<file path="config.mk">
export PLATFORM = sky130hd
export DESIGN_NAME = fmsp_top
export DESIGN_NICKNAME = d
export VERILOG_FILES = /design/src/shared/fmsp_pkg.sv /design/src/rtl/fmsp_fifo.sv /design/src/rtl/fmsp_top.sv
export VERILOG_INCLUDE_DIRS = /design/src /design/src/shared
export SDC_FILE = /design/constraint.sdc
export NUM_CORES = 1
export LEC_CHECK = 0
export BUFFER_PORTS_ARGS = -buffer_cell sky130_fd_sc_hd__buf_2
export CAP_MARGIN = 40
export CORE_ASPECT_RATIO = 0.9
export CORE_MARGIN = 2
export CORE_UTILIZATION = 30
export DETAILED_ROUTE_END_ITERATION = 8
export HOLD_SLACK_MARGIN = 0.06
export PLACE_DENSITY = 0.51
export SYNTH_ARGS = -nofsm -noshare
export SYNTH_HDL_FRONTEND = slang
export SYNTH_HIERARCHICAL = 1
export SYNTH_SLANG_ARGS = --single-unit
</file>
<file path="constraint.sdc">
create_clock -name clock -period 4.4 [get_ports clock]
set_clock_uncertainty 0.05 [all_clocks]
set_input_delay 1.32 -clock clock [delete_from_list [all_inputs] [get_ports clock]]
set_output_delay 1.32 -clock clock [all_outputs]
set_load 0.005 [all_outputs]
</file>
<file path="src/shared/fmsp_defs.svh">
`ifndef FMSP_DEFS_SVH
`define FMSP_DEFS_SVH

// register addresses on the special function register port
`define FMSP_ADDR_CTRL 8'h98
`define FMSP_ADDR_BUF 8'h99
`define FMSP_CTRL_RESET 8'h00

// control register bit positions
`define FMSP_B_MODE_HI 3'd7
`define FMSP_B_MODE_LO 3'd6
`define FMSP_B_FILTER 3'd5
`define FMSP_B_REN 3'd4
`define FMSP_B_TB8 3'd3
`define FMSP_B_RB8 3'd2
`define FMSP_B_TI 3'd1
`define FMSP_B_RI 3'd0

// timing: shift mode bit is six clocks, async bit is sixteen ticks
`define FMSP_M0_DIV 3'd6
`define FMSP_M0_LAST 3'd5
`define FMSP_M0_HIGH 3'd3
`define FMSP_OVS_LAST 4'd15
`define FMSP_OVS_MID 4'd7
`define FMSP_SYNC_LAST 4'd7

// frame lengths in bits, start bit included for transmit, not for receive
`define FMSP_TX_BITS8 4'd10
`define FMSP_TX_BITS9 4'd11
`define FMSP_RX_BITS8 4'd9
`define FMSP_RX_BITS9 4'd10

`define FMSP_FIFO_DEPTH 4
`define FMSP_DATA_W 8

`endif

</file>
<file path="src/shared/fmsp_pkg.sv">
package fmsp_pkg;
    typedef enum logic [1:0] {
        FMSP_SHIFT,
        FMSP_UART8,
        FMSP_UART9F,
        FMSP_UART9V
    } fmsp_mode_t;
    typedef enum logic [1:0] {TX_IDLE, TX_ASYNC, TX_SYNC} fmsp_tx_st_t;
    typedef enum logic [1:0] {RX_IDLE, RX_START, RX_DATA, RX_SYNC} fmsp_rx_st_t;
    typedef logic [7:0] fmsp_byte_t;
endpackage

</file>
<file path="src/rtl/fmsp_fifo.sv">
`timescale 1ns/1ns
`default_nettype none
module fmsp_fifo #(
    parameter int WIDTH = 8,
    parameter int DEPTH = 4
) (
    input wire logic clock,
    input wire logic rst,
    input wire logic in_valid,
    output logic in_ready,
    input wire logic [WIDTH-1:0] in_data,
    output logic out_valid,
    input wire logic out_ready,
    output logic [WIDTH-1:0] out_data
);
    localparam int AW = (DEPTH > 1) ? $clog2(DEPTH) : 1;
    logic [WIDTH-1:0] mem_r [DEPTH];
    logic [AW-1:0] wr_ptr_r;
    logic [AW-1:0] rd_ptr_r;
    logic [AW:0] count_r;
    logic full_r;
    logic empty_r;
    wire push = in_valid && !full_r;
    wire pop = out_ready && !empty_r;
    wire [AW:0] count_nxt = count_r + (AW+1)'(push) - (AW+1)'(pop);

    assign in_ready = !full_r;
    assign out_valid = !empty_r;
    assign out_data = mem_r[rd_ptr_r];

    // pointers wrap by hand so depths that are not a power of two still work
    always_ff @(posedge clock) begin
        if (rst) begin
            wr_ptr_r <= '0;
            rd_ptr_r <= '0;
            count_r <= '0;
            full_r <= 1'b0;
            empty_r <= 1'b1;
        end else begin
            if (push) begin
                wr_ptr_r <= (wr_ptr_r == AW'(DEPTH-1)) ? '0 : wr_ptr_r + 1'b1;
            end
            if (pop) begin
                rd_ptr_r <= (rd_ptr_r == AW'(DEPTH-1)) ? '0 : rd_ptr_r + 1'b1;
            end
            count_r <= count_nxt;
            full_r <= (count_nxt == (AW+1)'(DEPTH));
            empty_r <= (count_nxt == '0);
        end
    end

    always_ff @(posedge clock) begin
        if (push) begin
            mem_r[wr_ptr_r] <= in_data;
        end
    end
endmodule
`default_nettype wire

</file>
<file path="src/rtl/fmsp_top.sv">
// Operation
// - transmitter and receiver run at the same time in modes 1 to 3, each on its own state; in mode 0 one waits for the other
// - buffer write feeds transmit; buffer read returns the separate receive register
// - four modes chosen by the two mode-select bits
// - mode 0: data in and out on rxd, txd is shift clock, 8 bits lsb first
// - mode 0 bit rate is clock divided by six
// - mode 1 frame: start 0, eight data lsb first, stop 1
// - mode 1 receive stores stop bit in received ninth bit
// - mode 1 bit rate comes from baud timer overflows
// - mode 2 frame: start, eight data, ninth from transmit ninth bit, stop
// - mode 2 receive stores ninth bit, stop bit not stored
// - mode 2 bit rate is clock over sixteen or thirty-two by baud double
// - mode 3 equals mode 2 but rate comes from baud timer
// - any buffer write queues a transmission in every mode, except a write while the four-entry queue is full, which is dropped
// - mode 0 receive starts when receive flag is 0 and receive enable is 1
// - async receive starts on a start bit only while receive enable is 1
// - control bit 7 is mode_sel_hi or framing error as bit7_select picks
// - missing stop bit sets framing error, sticky until software clears it
// - control register bit addressable, resets to zero, fixed field order
// - baud timer overflows keep clocking the port whatever the timers do
// - mode bits decode 00 shift, 01 8-bit, 10 9-bit fixed, 11 9-bit variable
// - transmit flag set after bit 8 in mode 0, at stop start otherwise
// - receive flag set after bit 8 in mode 0, mid stop bit otherwise
// - multiproc filter blocks receive flag on ninth 0, or mode 1 bad stop
`include "fmsp_defs.svh"
`timescale 1ns/1ns
`default_nettype none
module fmsp_top (
    input wire logic clock,
    input wire logic rst,
    input wire logic [7:0] sfr_addr,
    input wire logic sfr_wr,
    input wire logic sfr_rd,
    input wire fmsp_pkg::fmsp_byte_t sfr_wdata,
    input wire logic sfr_bit_wr,
    input wire logic [2:0] sfr_bit_idx,
    input wire logic sfr_bit_val,
    output fmsp_pkg::fmsp_byte_t sfr_rdata,
    input wire logic bit7_select,
    input wire logic baud_double,
    input wire logic baud_timer_ovf,
    input wire logic rxd_in,
    output logic rxd_out,
    output logic rxd_oe,
    output logic txd,
    output logic tx_buf_ready
);
    import fmsp_pkg::*;

    ////////////////////////////////////////////////////////////////////////
    // control register and register port
    logic [1:0] mode_bits_r;
    logic filter_r, ren_r, tb8_r, rb8_r, ti_r, ri_r, fe_r;
    fmsp_byte_t rbuf_r, rdata_r;
    fmsp_mode_t mode;
    logic ti_set, ri_set, fe_set, rx_load;
    logic rb8_val;
    fmsp_byte_t rx_byte;

    always_comb begin
        unique case (mode_bits_r)
            2'b00: mode = FMSP_SHIFT;
            2'b01: mode = FMSP_UART8;
            2'b10: mode = FMSP_UART9F;
            2'b11: mode = FMSP_UART9V;
        endcase
    end

    wire bit7_view = bit7_select ? fe_r : mode_bits_r[1];
    wire [7:0] ctrl_view = {bit7_view, mode_bits_r[0], filter_r, ren_r,
                            tb8_r, rb8_r, ti_r, ri_r};
    wire sel_ctrl = (sfr_addr == `FMSP_ADDR_CTRL);
    wire sel_buf = (sfr_addr == `FMSP_ADDR_BUF);
    wire [7:0] bit_mask = 8'h01 << sfr_bit_idx;
    // a bit write is a read-modify-write of the current view
    wire [7:0] ctrl_new = sfr_bit_wr ?
        ((ctrl_view & ~bit_mask) | (sfr_bit_val ? bit_mask : 8'h00)) : sfr_wdata;
    wire ctrl_we = sel_ctrl && (sfr_wr || sfr_bit_wr);
    wire buf_we = sel_buf && sfr_wr;
    wire [7:0] rd_mux = sel_ctrl ? ctrl_view : (sel_buf ? rbuf_r : 8'h00);

    always_ff @(posedge clock) begin
        if (rst) begin
            {mode_bits_r, filter_r, ren_r, tb8_r} <= 5'(`FMSP_CTRL_RESET >> 3);
            fe_r <= 1'b0;
            rdata_r <= 8'h00;
        end else begin
            if (ctrl_we) begin
                if (!bit7_select) mode_bits_r[1] <= ctrl_new[`FMSP_B_MODE_HI];
                mode_bits_r[0] <= ctrl_new[`FMSP_B_MODE_LO];
                filter_r <= ctrl_new[`FMSP_B_FILTER];
                ren_r <= ctrl_new[`FMSP_B_REN];
                tb8_r <= ctrl_new[`FMSP_B_TB8];
            end
            // hardware set wins over a software clear in the same cycle
            if (fe_set) fe_r <= 1'b1;
            else if (ctrl_we && bit7_select) fe_r <= ctrl_new[`FMSP_B_MODE_HI];
            if (sfr_rd) rdata_r <= rd_mux;
        end
    end

    always_ff @(posedge clock) begin
        if (rst) begin
            ti_r <= 1'b0;
            ri_r <= 1'b0;
            rb8_r <= 1'b0;
            rbuf_r <= 8'h00;
        end else begin
            if (ti_set) ti_r <= 1'b1;
            else if (ctrl_we) ti_r <= ctrl_new[`FMSP_B_TI];
            if (ri_set) ri_r <= 1'b1;
            else if (ctrl_we) ri_r <= ctrl_new[`FMSP_B_RI];
            if (rx_load) rb8_r <= rb8_val;
            else if (ctrl_we) rb8_r <= ctrl_new[`FMSP_B_RB8];
            if (rx_load) rbuf_r <= rx_byte;
        end
    end
    assign sfr_rdata = rdata_r;

    ////////////////////////////////////////////////////////////////////////
    // rate generation
    logic half_r;
    logic [2:0] m0_phase_r;
    wire fixed_rate = (mode == FMSP_UART9F);
    // mode 2 draws one pulse per clock, modes 1 and 3 one per timer overflow
    wire tick_src = fixed_rate ? 1'b1 : baud_timer_ovf;
    wire tick = tick_src && (baud_double || half_r);
    wire m0_last = (m0_phase_r == `FMSP_M0_LAST);

    always_ff @(posedge clock) begin
        if (rst) begin
            half_r <= 1'b0;
            m0_phase_r <= 3'd0;
        end else begin
            if (tick_src) half_r <= !half_r;
            m0_phase_r <= m0_last ? 3'd0 : m0_phase_r + 3'd1;
        end
    end

    ////////////////////////////////////////////////////////////////////////
    // transmit path: queue, then shifter
    logic fifo_valid, fifo_pop;
    fmsp_byte_t fifo_data;

    fmsp_fifo #(
        .WIDTH(`FMSP_DATA_W),
        .DEPTH(`FMSP_FIFO_DEPTH)
    ) u_txq (
        .clock(clock),
        .rst(rst),
        .in_valid(buf_we),
        .in_ready(tx_buf_ready),
        .in_data(sfr_wdata),
        .out_valid(fifo_valid),
        .out_ready(fifo_pop),
        .out_data(fifo_data)
    );

    fmsp_tx_st_t tx_st_r, tx_st_nxt;
    fmsp_rx_st_t rx_st_r;
    logic [3:0] rbit_r, rcnt_r, rx_bits_r;
    logic [10:0] tsh_r, tsh_nxt;
    logic [3:0] tbit_r, tbit_nxt, tcnt_r, tcnt_nxt;
    logic txd_r, rxd_out_r, rxd_oe_r;
    logic [3:0] tx_bits_r;
    wire is_sync = (mode == FMSP_SHIFT);
    wire nine_bit = mode_bits_r[1];
    // shift transfers start on a phase boundary so the clock has full halves
    wire sync_start_ok = m0_last && rx_st_r != RX_SYNC;
    wire rx_sync_go = (rx_st_r == RX_IDLE) && is_sync && ren_r && !ri_r &&
                      (tx_st_r == TX_IDLE) && !fifo_valid && m0_last;
    // clock follows the next receive state so the last bit leaves no stray fall
    wire rx_sync_nxt = rx_sync_go ||
                       ((rx_st_r == RX_SYNC) && !(m0_last && rbit_r == `FMSP_SYNC_LAST));

    always_comb begin
        tx_st_nxt = tx_st_r;
        tsh_nxt = tsh_r;
        tbit_nxt = tbit_r;
        tcnt_nxt = tcnt_r;
        fifo_pop = 1'b0;
        ti_set = 1'b0;
        unique case (tx_st_r)
            TX_IDLE: begin
                if (fifo_valid && !is_sync) begin
                    fifo_pop = 1'b1;
                    tx_st_nxt = TX_ASYNC;
                    // stop bit, ninth bit (or a second stop), data, start bit
                    tsh_nxt = {1'b1, nine_bit ? tb8_r : 1'b1, fifo_data, 1'b0};
                    tbit_nxt = 4'd0;
                    tcnt_nxt = 4'd0;
                end else if (fifo_valid && sync_start_ok) begin
                    fifo_pop = 1'b1;
                    tx_st_nxt = TX_SYNC;
                    tsh_nxt = {3'b111, fifo_data};
                    tbit_nxt = 4'd0;
                end
            end
            TX_ASYNC: begin
                if (tick) begin
                    tcnt_nxt = tcnt_r + 4'd1;
                    if (tcnt_r == `FMSP_OVS_LAST) begin
                        tsh_nxt = {1'b1, tsh_r[10:1]};
                        tbit_nxt = tbit_r + 4'd1;
                        if (tbit_r + 4'd1 == tx_bits_r - 4'd1) ti_set = 1'b1;
                        if (tbit_r + 4'd1 == tx_bits_r) tx_st_nxt = TX_IDLE;
                    end
                end
            end
            TX_SYNC: begin
                if (m0_last) begin
                    tsh_nxt = {1'b1, tsh_r[10:1]};
                    tbit_nxt = tbit_r + 4'd1;
                    if (tbit_r == `FMSP_SYNC_LAST) begin
                        ti_set = 1'b1;
                        tx_st_nxt = TX_IDLE;
                    end
                end
            end
            default: tx_st_nxt = TX_IDLE;
        endcase
    end

    wire sync_clk_nxt = (m0_phase_r == `FMSP_M0_LAST) || (m0_phase_r < 3'd2);
    wire tx_sync_nxt = (tx_st_nxt == TX_SYNC);

    always_ff @(posedge clock) begin
        if (rst) begin
            tx_st_r <= TX_IDLE;
            tsh_r <= 11'h7ff;
            tbit_r <= 4'd0;
            tcnt_r <= 4'd0;
            tx_bits_r <= `FMSP_TX_BITS8;
            txd_r <= 1'b1;
            rxd_out_r <= 1'b1;
            rxd_oe_r <= 1'b0;
        end else begin
            tx_st_r <= tx_st_nxt;
            tsh_r <= tsh_nxt;
            tbit_r <= tbit_nxt;
            tcnt_r <= tcnt_nxt;
            if (tx_st_r == TX_IDLE) tx_bits_r <= nine_bit ? `FMSP_TX_BITS9 : `FMSP_TX_BITS8;
            // in shift mode txd is low for the first half of each bit
            if (tx_sync_nxt || rx_sync_nxt) txd_r <= !sync_clk_nxt;
            else if (tx_st_nxt == TX_ASYNC) txd_r <= tsh_nxt[0];
            else txd_r <= 1'b1;
            rxd_out_r <= tx_sync_nxt ? tsh_nxt[0] : 1'b1;
            rxd_oe_r <= tx_sync_nxt;
        end
    end
    assign txd = txd_r;
    assign rxd_out = rxd_out_r;
    assign rxd_oe = rxd_oe_r;

    ////////////////////////////////////////////////////////////////////////
    // receive path
    logic rxd_s1_r, rxd_s2_r, rxd_s3_r;
    logic [9:0] rsh_r;
    logic rx_nine_r;
    wire start_edge = rxd_s3_r && !rxd_s2_r;
    wire [9:0] rsh_new = {rxd_s2_r, rsh_r[9:1]};
    wire stop_bit = rxd_s2_r;
    wire ninth = rx_nine_r ? rsh_new[8] : stop_bit;
    wire rx_pass = !(filter_r && !ninth);
    wire async_done = (rx_st_r == RX_DATA) && tick && (rcnt_r == `FMSP_OVS_LAST) &&
                      (rbit_r + 4'd1 == rx_bits_r);
    wire sync_done = (rx_st_r == RX_SYNC) && m0_last && (rbit_r == `FMSP_SYNC_LAST);

    assign rx_load = (async_done && rx_pass) || sync_done;
    assign ri_set = rx_load;
    assign fe_set = async_done && !stop_bit;
    assign rb8_val = sync_done ? rb8_r : ninth;
    assign rx_byte = sync_done ? rsh_new[9:2] :
                     (rx_nine_r ? rsh_new[7:0] : rsh_new[8:1]);

    always_ff @(posedge clock) begin
        if (rst) begin
            rxd_s1_r <= 1'b1;
            rxd_s2_r <= 1'b1;
            rxd_s3_r <= 1'b1;
        end else begin
            rxd_s1_r <= rxd_in;
            rxd_s2_r <= rxd_s1_r;
            rxd_s3_r <= rxd_s2_r;
        end
    end

    // receive runs beside transmit with its own counters
    always_ff @(posedge clock) begin
        if (rst) begin
            rx_st_r <= RX_IDLE;
            rsh_r <= 10'h000;
            rbit_r <= 4'd0;
            rcnt_r <= 4'd0;
            rx_bits_r <= `FMSP_RX_BITS8;
            rx_nine_r <= 1'b0;
        end else begin
            unique case (rx_st_r)
                RX_IDLE: begin
                    rbit_r <= 4'd0;
                    rcnt_r <= 4'd0;
                    rx_nine_r <= nine_bit;
                    rx_bits_r <= nine_bit ? `FMSP_RX_BITS9 : `FMSP_RX_BITS8;
                    if (!is_sync && ren_r && start_edge) rx_st_r <= RX_START;
                    else if (rx_sync_go) rx_st_r <= RX_SYNC;
                end
                RX_START: if (tick) begin
                    rcnt_r <= rcnt_r + 4'd1;
                    if (rcnt_r == `FMSP_OVS_MID) begin
                        // a glitch shorter than half a bit is not a start bit
                        rx_st_r <= rxd_s2_r ? RX_IDLE : RX_DATA;
                        rcnt_r <= 4'd0;
                    end
                end
                RX_DATA: if (tick) begin
                    rcnt_r <= rcnt_r + 4'd1;
                    if (rcnt_r == `FMSP_OVS_LAST) begin
                        rsh_r <= rsh_new;
                        rbit_r <= rbit_r + 4'd1;
                        if (async_done) rx_st_r <= RX_IDLE;
                    end
                end
                RX_SYNC: if (m0_last) begin
                    // sample at the end of the bit, on the same edge that drops the shift clock
                    rsh_r <= rsh_new;
                    rbit_r <= rbit_r + 4'd1;
                    if (sync_done) rx_st_r <= RX_IDLE;
                end
            endcase
        end
    end
endmodule
`default_nettype wire

</file>
==> Word-level counts from Yosys, hierarchy flattened <==
Memory sizes are Yosys's and may differ from the RTL's. A register that Yosys moved wholly into a read port is not among the register bits.
Index checks and enable logic that the tools add are counted.
{ "totals": {"ff_bits": 94, "ram_bits": 32, "out_inout_bits": 12, "elab_cells": 246, "memories": 1} }
{ "op_classes": {"n_addsub": 10, "order_cmp": 1, "eq_ne": 40, "n_shift": 1, "n_mux": 85, "n_bitwise": 5, "reduce_logical": 67} }
{ "memory_table": {"columns": ["name", "words", "word_bits", "read_ports", "rd_ports_with_merged_regs", "wr", "line_no", "rtl"], "rows": [
  ["u_txq.mem_r", 4, 8, 1, 1, 1, "fmsp_fifo.sv:17", "logic [WIDTH-1:0] mem_r [DEPTH];"]
]} }
{ "ops": {"columns": ["operator", "count"], "rows": [
  ["2-to-1 mux 11 bit", 5],
  ["2-to-1 mux 4 bit", 13],
  ["2-to-1 mux 8 bit", 6],
  ["2-to-1 mux 2 bit", 22],
  ["one-hot mux 4 bit (3 select lines)", 3],
  ["one-hot mux 11 bit (3 select lines)", 1],
  ["2-to-1 mux 10 bit", 3],
  ["logical AND 1 bit", 28],
  ["2-to-1 mux 1 bit", 26],
  ["!= test 2 bit, second input constant", 12],
  ["one-hot mux 10 bit (2 select lines)", 1],
  ["equality test 2 bit, second input constant", 9],
  ["adder 4 x 1 -> 4 bit, second input constant", 4],
  ["equality test 8 bit, second input constant", 2],
  ["one-hot mux 2 bit (4 select lines)", 2],
  ["equality test 4 x 3 -> 1 bit, second input constant", 3],
  ["equality test 4 bit", 3],
  ["zero test 1 bit", 10],
  ["nonzero test 2 bit", 5],
  ["nonzero test 3 bit", 3],
  ["AND 8 bit", 1],
  ["equality test 2 x 1 -> 1 bit, second input constant", 4],
  ["equality test 4 bit, second input constant", 2],
  ["zero test 2 bit", 4],
  ["25 further kinds", 37]
]} }

==> Longest topological paths before layout <==
Gate-level depths: netlist of run 1.
{ "logic_depth": {"depth_word": 12, "depth_mapped": 12, "ltp_nobuf": 12} }

==> Hierarchy <==
Netlist of run 1, hierarchy kept.
{ "modules_own_cells": {"columns": ["mod", "n_inst", "cells_per_inst", "area_each_um2"], "rows": [
  ["fmsp_top", 1, 528, 4418.0],
  ["fmsp_fifo", 1, 95, 1675.4]
]} }

==> Least setup slack after synthesis of run 1 <==
No wires, ideal clock.
{ "synth_path": {"kind": "in2reg", "from": "input port sfr_addr[5]", "to": "register u_txq.empty_r", "t_arrival_ps": 3661, "slack_ps": 575, "cell_stages": 11, "path_buffers": 1, "cell_sequence": "or3b_2 -> nor2_1 -> and3_1 -> nor2b_1 -> buf_2 -> xor2_1 -> ha_1 -> fa_1 -> xnor2_1 -> xnor2_1 -> a21o_1"} }
{ "synth_via": {"elab_chain_len": 6} }
{ "synth_lines": {"columns": ["element", "line_no", "rtl"], "rows": [
  ["start, declared", "fmsp_top.sv:31", "input wire logic [7:0] sfr_addr,"],
  ["equality test 8 bit (no source line)", null, null],
  ["logical AND 1 bit", "fmsp_top.sv:79", "wire buf_we = sel_buf && sfr_wr;"],
  ["named net buf_we", "fmsp_top.sv:79", null],
  ["logical AND 1 bit", "fmsp_fifo.sv:23", "wire push = in_valid && !full_r;"],
  ["adder 3 x 1 -> 3 bit", "fmsp_fifo.sv:25", "wire [AW:0] count_nxt = count_r + (AW+1)'(push) - (AW+1)'(pop);"],
  ["subtractor 3 x 1 -> 3 bit", "fmsp_fifo.sv:25", null],
  ["zero test 3 bit", "fmsp_fifo.sv:48", "empty_r <= (count_nxt == '0);"],
  ["end signal, assigned", "fmsp_fifo.sv:48", null],
  ["end, declared", "fmsp_fifo.sv:22", "logic empty_r;"]
]} }
The timed path passes the listed nets, and every way through them passes these cells.
A chain may end at the register's enable or synchronous reset.

==> Worst setup path in the final report of run 1 <==
{ "layout_path": {"from": "input port sfr_addr[5]", "to": "register u_txq.full_r"} }
{ "layout_via": {"elab_chain_len": 6} }
{ "layout_lines": {"columns": ["element", "line_no", "rtl"], "rows": [
  ["equality test 8 bit (no source line)", null, null],
  ["logical AND 1 bit", "fmsp_top.sv:79", null],
  ["named net buf_we", "fmsp_top.sv:79", null],
  ["logical AND 1 bit", "fmsp_fifo.sv:23", null],
  ["adder 3 x 1 -> 3 bit", "fmsp_fifo.sv:25", null],
  ["subtractor 3 x 1 -> 3 bit", "fmsp_fifo.sv:25", null],
  ["equality test 3 bit", "fmsp_fifo.sv:47", "full_r <= (count_nxt == (AW+1)'(DEPTH));"],
  ["end signal, assigned", "fmsp_fifo.sv:47", null],
  ["end, declared", "fmsp_fifo.sv:21", "logic full_r;"]
]} }
The timed path passes the listed nets, and every way through them passes these cells.

==> flow_metrics.tcl, run 1 <==
set metrics [dict create \
    worst_r2r_path_depth 11 \
    finalSetupTns_ns 0 \
    crit_cells 12 \
    initial_utilization 0.3058 \
    grt_pass1_wl_um 23290 \
    critPathMaxFanout 8 \
    setup_viol 0 \
    crit_buf_inv 2 \
    seq_power_share 0.413 \
    die_w_um 154.2 \
    fin_crit_sh 0.7828 \
    htreeDepth 4 \
    vias_per_cell 4.986 \
    grt_max_degree 71 \
    io_buffers 40 \
    cp-endpoint "u_txq/full_r" \
    drv_cap 0 \
    combinationalPowerShare 0.121 \
    slew_violations 0 \
    rows 49 \
    fillCellCount 1992 \
    clock_path_buffers 2 \
    place_inst 892 \
    antenna_cells 0 \
    ir_drop_mv 0.2613 \
    async_flop_share 0 \
    post_cts_buffers 0 \
    cpPeakStageDelay_ns 0.49 \
    synth_top_area_share 0.2924 \
    power.leakage_nw 2.661 \
    drive_gt1_frac 0.1854 \
    detail-route-antenna-nets 0 \
    hold_viol_final 0 \
    cts-hold-fix-buffers 0 \
    syn_nets 674 \
    insertion_delay_ns 0.42 \
    power_density_mw_per_mm2 405.8 \
    areaGrowthSynthToFinish_pct 16.34 \
    r2r-end "u_txq/full_r" \
    seq_area_frac_synth 0.4501 \
    post_drt_wl_per_cell_um 14.89 \
    routabilityCongestion 0.8271 \
    cts_root_buf "clkbuf_16" \
    critPathLaunchType "input pin" \
    arrival_ns 3.67 \
    syn_avg_cell_area_sq_um 9.781 \
    crit_type "in -> reg" \
    endpoint_kind "flop" \
    r2r-start "rx_st_r[0]" \
    core-area_sq_mm 0.01993 \
    syn_area_sq_mm 0.006093 \
    synth_edf_count 32 \
    cts_tree "built" \
    cpLargestDelayFamily "simple AND/OR/NAND/NOR gates" \
    nets 707 \
    cts_sinks 121 \
    fin_crit_ns 3.444 \
    crit_slowest_cell "or3b_2" \
    min_path_type "reg -> reg" \
    finalNonFillerCells 924 \
    rrSetupSlack_ns 0.96 \
    final_common_cell "dfxtp_1" \
    regArea_sq_mm 0.002743 \
    dp_hpwl_um 9687 \
    drt_pass1_iterations 4 \
    ios 41 \
    cts_made_buffers 17 \
    yosysUniqueCellTypes 72 \
    path_cells "buf_2 > or3b_2 > nor2_1 > and3_1 > nor2b_1 > buf_4 > xor2_1 > ha_1 > fa_1 > xnor2_1 > xnor2_1 > nor4_1" \
    power.switching_uw 778.8 \
    die_h_um 139.2 \
    clkPwrFrac 0.467 \
    dr.first_iter.drc_count 207 \
    final_cell_mix "dfxtp_1 (89), nor2_1 (70), nand2_1 (51)" \
    clk_pin_slew_ns 0.06 \
    max_freq_mhz 290.3 \
    outcome "finished, final reports clean" \
    rsz0062_at_grt "no" \
    p_sw_frac 0.2707 \
    crit_start "sfr_addr[5]" \
    yosysTopAreaCell "dfxtp_1" \
    synth_cells 623 \
    relSlewSlack 0.4812 \
    min-delay-start "rxd_s1_r" \
    antenna_found_initial 0 \
    synth_area_leaders "dfxtp_1 (29%), edfxtp_1 (16%), mux2i_1 (5.1%), ha_1 (4.3%), nor2_1 (4.3%)" \
    fp.dieArea_sq_mm 0.02147 \
    p_int_mw 2.098 \
    p_total_mw 2.877 \
    track_usage 0.1363 \
    wirelength_um 13760 \
    crit_top_cell "xnor2_1" \
    drc 0 \
    worst_slew_pin_slew_ns 0.7782 \
    grt_pass1_vias 4540 \
    vias 4607 \
    ys_warn_count 6 \
    crit_required_ns 4.62 \
    multi_input_area_sq_mm 0.003115 \
    synthFlopType "dfxtp_1" \
    grt_overflow 0 \
    ys_ff_latch 121 \
    cts_resized 0 \
]
registers in the layout (all words and copies together), names as in the netlist, 2 cells and up, named ones only:
register / cells
rsh_r: 9
m0_phase_r: 3
u_txq/count_r: 3
u_txq/mem_r: 32
rbuf_r: 8
tbit_r: 4
rbit_r: 4
sfr_rdata: 8
tx_st_r: 2
rx_st_r: 2
u_txq/rd_ptr_r: 2
rcnt_r: 4
tcnt_r: 4
u_txq/wr_ptr_r: 2
tsh_r: 11
final cells by class:
cell class / instances / share of cell area
multi-input combinational: 445 / 0.4395
sequential: 121 / 0.3869
clock buffer: 18 / 0.06054
tap: 255 / 0.04501
timing repair buffer: 47 / 0.03565
clock inverter: 14 / 0.01977
inverter: 24 / 0.01271
cells by family (layout without fill, tap and decap cells):
group,count (synthesis),count (layout),share of synthesized area
xor gates and xnor gates,12,12,0.01725
adders and majority gates,22,22,0.04641
buffers and inverters,57,103,0.03942
AOI/OAI and AO/OA,139,139,0.1534
DFF,121,121,0.4501
muxes,64,64,0.1273
and+or+nand+nor,208,208,0.1661
worst min-delay path by stage:
stage / end / slack [ns] / cells past startpoint
floorplan: rxd_s2_r / 0.34 / 1
global route: rxd_s2_r / 0.38 / 1
CTS: rxd_s2_r / 0.36 / 1
global placement: rxd_s2_r / 0.35 / 1
finish: rxd_s2_r / 0.36 / 1
detailed placement: rxd_s2_r / 0.35 / 1
routing by layer:
layer / wire length, um / global-route usage / vias up
li1: - / - / 2305
met1: 6895 / 0.1880 / 2199
met2: 6115 / 0.2065 / 92
met3: 611 / 0.03844 / 11
met4: 133 / 0.04329 / 0
met5: 0 / 0 / -
power by group through the flow:
| stage | clock network [mW] | logic, mW | registers, mW |
|---|---|---|---|
| after CTS | 1.37 | 0.351 | 1.19 |
| final | 1.34 | 0.348 | 1.19 |
| after global routing | 1.43 | 0.393 | 1.19 |
| after floorplan | 0 | 0.265 | 1.20 |
| after global placement | 0 | 0.342 | 1.21 |
| after detailed placement | 0 | 0.349 | 1.21 |
synth_stat cells, drive strengths merged (6+ instances only):
cell type   n
mux2       25
nor2       70
ha         21
nor2b      11
and2        6
and3        6
clkbuf     24
o21ai      30
mux4        8
nor3        8
buf         9
nand3      15
mux2i      31
edfxtp     32
a21oi      48
nand2b     12
dfxtp      89
inv        24
nand2      51
a211oi      7
xor2        7
o211ai     11
stage by stage:
stage	util	setup slack, ns	instance area [sq um]	hold slack, ns
2_1_floorplan	-	0.5749	6093	0.3395
3_3_place_gp	0.3265	0.6663	6505	0.3470
3_5_place_dp	0.3272	0.5262	6520	0.3471
4_1_cts	0.3558	0.9662	7089	0.3608
5_1_grt	0.3558	0.5132	7089	0.3826
6_report	0.3558	0.9557	7089	0.3573
Power figures use the tool's default switching activity.
==> run 2, diff against run 1 <==
==> constraint.sdc (replaced) <==
create_clock -name clock -period 3.6 [get_ports clock]
set_clock_uncertainty 0.05 [all_clocks]
set_input_delay 1.08 -clock clock [delete_from_list [all_inputs] [get_ports clock]]
set_output_delay 1.08 -clock clock [all_outputs]
set_load 0.005 [all_outputs]
==> flow_metrics.tcl, run 2 (synthesis results as in run 1) <==
set metrics [dict create \
    vias 4584 \
    cts_sinks 121 \
    areaGrowthSynthToFinish_pct 17.29 \
    grtUsageMet3 0.03344 \
    worst_slew_pin_slew_ns 0.7785 \
    grt_util_met2 0.2136 \
    antenna_found_initial 0 \
    grt_busiest_layer "met2" \
    cts_made_buffers 17 \
    outcome "finished, final reports clean" \
    critPathMaxFanout 10 \
    detail-route-antenna-nets 0 \
    min_path_type "reg -> reg" \
    fin_crit_sh 0.8725 \
    vias_per_cell 4.929 \
    hold_viol_final 0 \
    final_cell_mix "dfxtp_1 (89), nor2_1 (70), nand2_1 (51)" \
    drc 0 \
    grt_pass1_wl_um 23030 \
    cts-hold-fix-buffers 0 \
    htreeDepth 4 \
    max_freq_mhz 318.4 \
    core-area_sq_mm 0.01993 \
    initial_utilization 0.3058 \
    clk_pin_slew_ns 0.06 \
    setup_ws_ns 0.4590 \
    final_common_cell "dfxtp_1" \
    drive_gt1_frac 0.1926 \
    io_buffers 40 \
    drt_pass1_iterations 4 \
    stdcell_area_sq_mm 0.007147 \
    power.leakage_nw 2.692 \
    grt_pass1_vias 4540 \
    track_usage 0.1352 \
    critPathLaunchType "flop" \
    setup_viol 0 \
    drv_cap 0 \
    finalSetupTns_ns 0 \
    die_h_um 139.2 \
    arrival_ns 3.45 \
    crit_type "reg -> reg" \
    fin_crit_ns 3.141 \
    ir_drop_mv 0.3125 \
    crit_required_ns 3.91 \
    relSlewSlack 0.4810 \
    dr.first_iter.drc_count 238 \
    grtUsageMet1 0.1817 \
    grt_max_degree 71 \
    cts_tree "built" \
    post_drt_wl_per_cell_um 15.10 \
    wirelength_um 14050 \
    rsz0062_at_grt "no" \
    regMostFlops "u_txq/mem_r" \
    nets 713 \
    hold_ws_ns 0.3564 \
    fp.dieArea_sq_mm 0.02147 \
    rows 49 \
    post_dp_cell_area_sq_mm 0.006558 \
    antenna_cells 0 \
    final_util 0.3587 \
    post_cts_buffers 0 \
    power_density_mw_per_mm2 496.3 \
    routabilityCongestion 0.8311 \
    insertion_delay_ns 0.42 \
    largest_reg_flops 32 \
    ios 41 \
    die_w_um 154.2 \
    endpoint_kind "flop" \
    dp_hpwl_um 9925 \
    largestRegisters "u_txq/mem_r: 32 flops, tsh_r: 11 flops, rsh_r: 9 flops" \
    grt_overflow 0 \
    slew_violations 0 \
    cts_root_buf "clkbuf_16" \
    dp_slack_ns 0.08199 \
    clock_path_buffers 2 \
]
## run 2: power by group
group          switching [mW]  total (mW)  internal, mW
logic                   0.260       0.438         0.179
clock network           0.638        1.66          1.02
registers              0.0299        1.45          1.42
total                   0.927        3.55          2.62
## run 2: path summary, 6_finish.rpt
kind | start | endpoint | slack (ns) | cells past startpoint
setup / recovery | rx_st_r[0] | u_txq/empty_r | 0.46 | 11
hold / removal | rxd_s1_r | rxd_s2_r | 0.36 | 1
setup reg to reg | rx_st_r[0] | u_txq/empty_r | 0.46 | 11
hold reg to reg | rxd_s1_r | rxd_s2_r | 0.36 | 1
## run 2: worst max-delay path, stage by stage, from the launching register on
cell and delay (ns):
dfxtp_1 0.38, ha_1 0.29, and4b_1 0.25, o21ai_2 0.36, inv_1 0.17, and2b_1 0.26
xor2_1 0.17, ha_1 0.21, fa_1 0.38, xnor2_1 0.15, xnor2_1 0.25, a21o_1 0.16
## run 2: metal layers
layer  vias up  part of all wire  routed length [um]
met5         -                 0                   0
met4         0             0.011                 149
met3         9             0.032                 455
met2        73              0.46                6391
met1      2191              0.50                7048
li1       2311                 -                   -
## run 2: stage by stage
stage	total power, mW	std cells
after floorplan	1.796	623
after global placement	1.901	897
after detailed placement	1.914	897
after CTS	3.592	929
after global routing	3.703	930
final	3.547	930
## run 2: final cells by class
cell class	count	area (sq um)
Clock inverter	14	148.9
Multi-Input combinational cell	445	3119
Tap cell	255	319.1
Fill cell	1960	12780
Inverter	24	90.09
Timing Repair Buffer	53	297.8
Sequential cell	121	2743
Clock buffer	18	429.2
## run 2: timing repair
item                       4_1_cts  5_1_grt
gates resized for setup          0        1
hold endpoints to repair         0        0
setup endpoints to repair        0        3
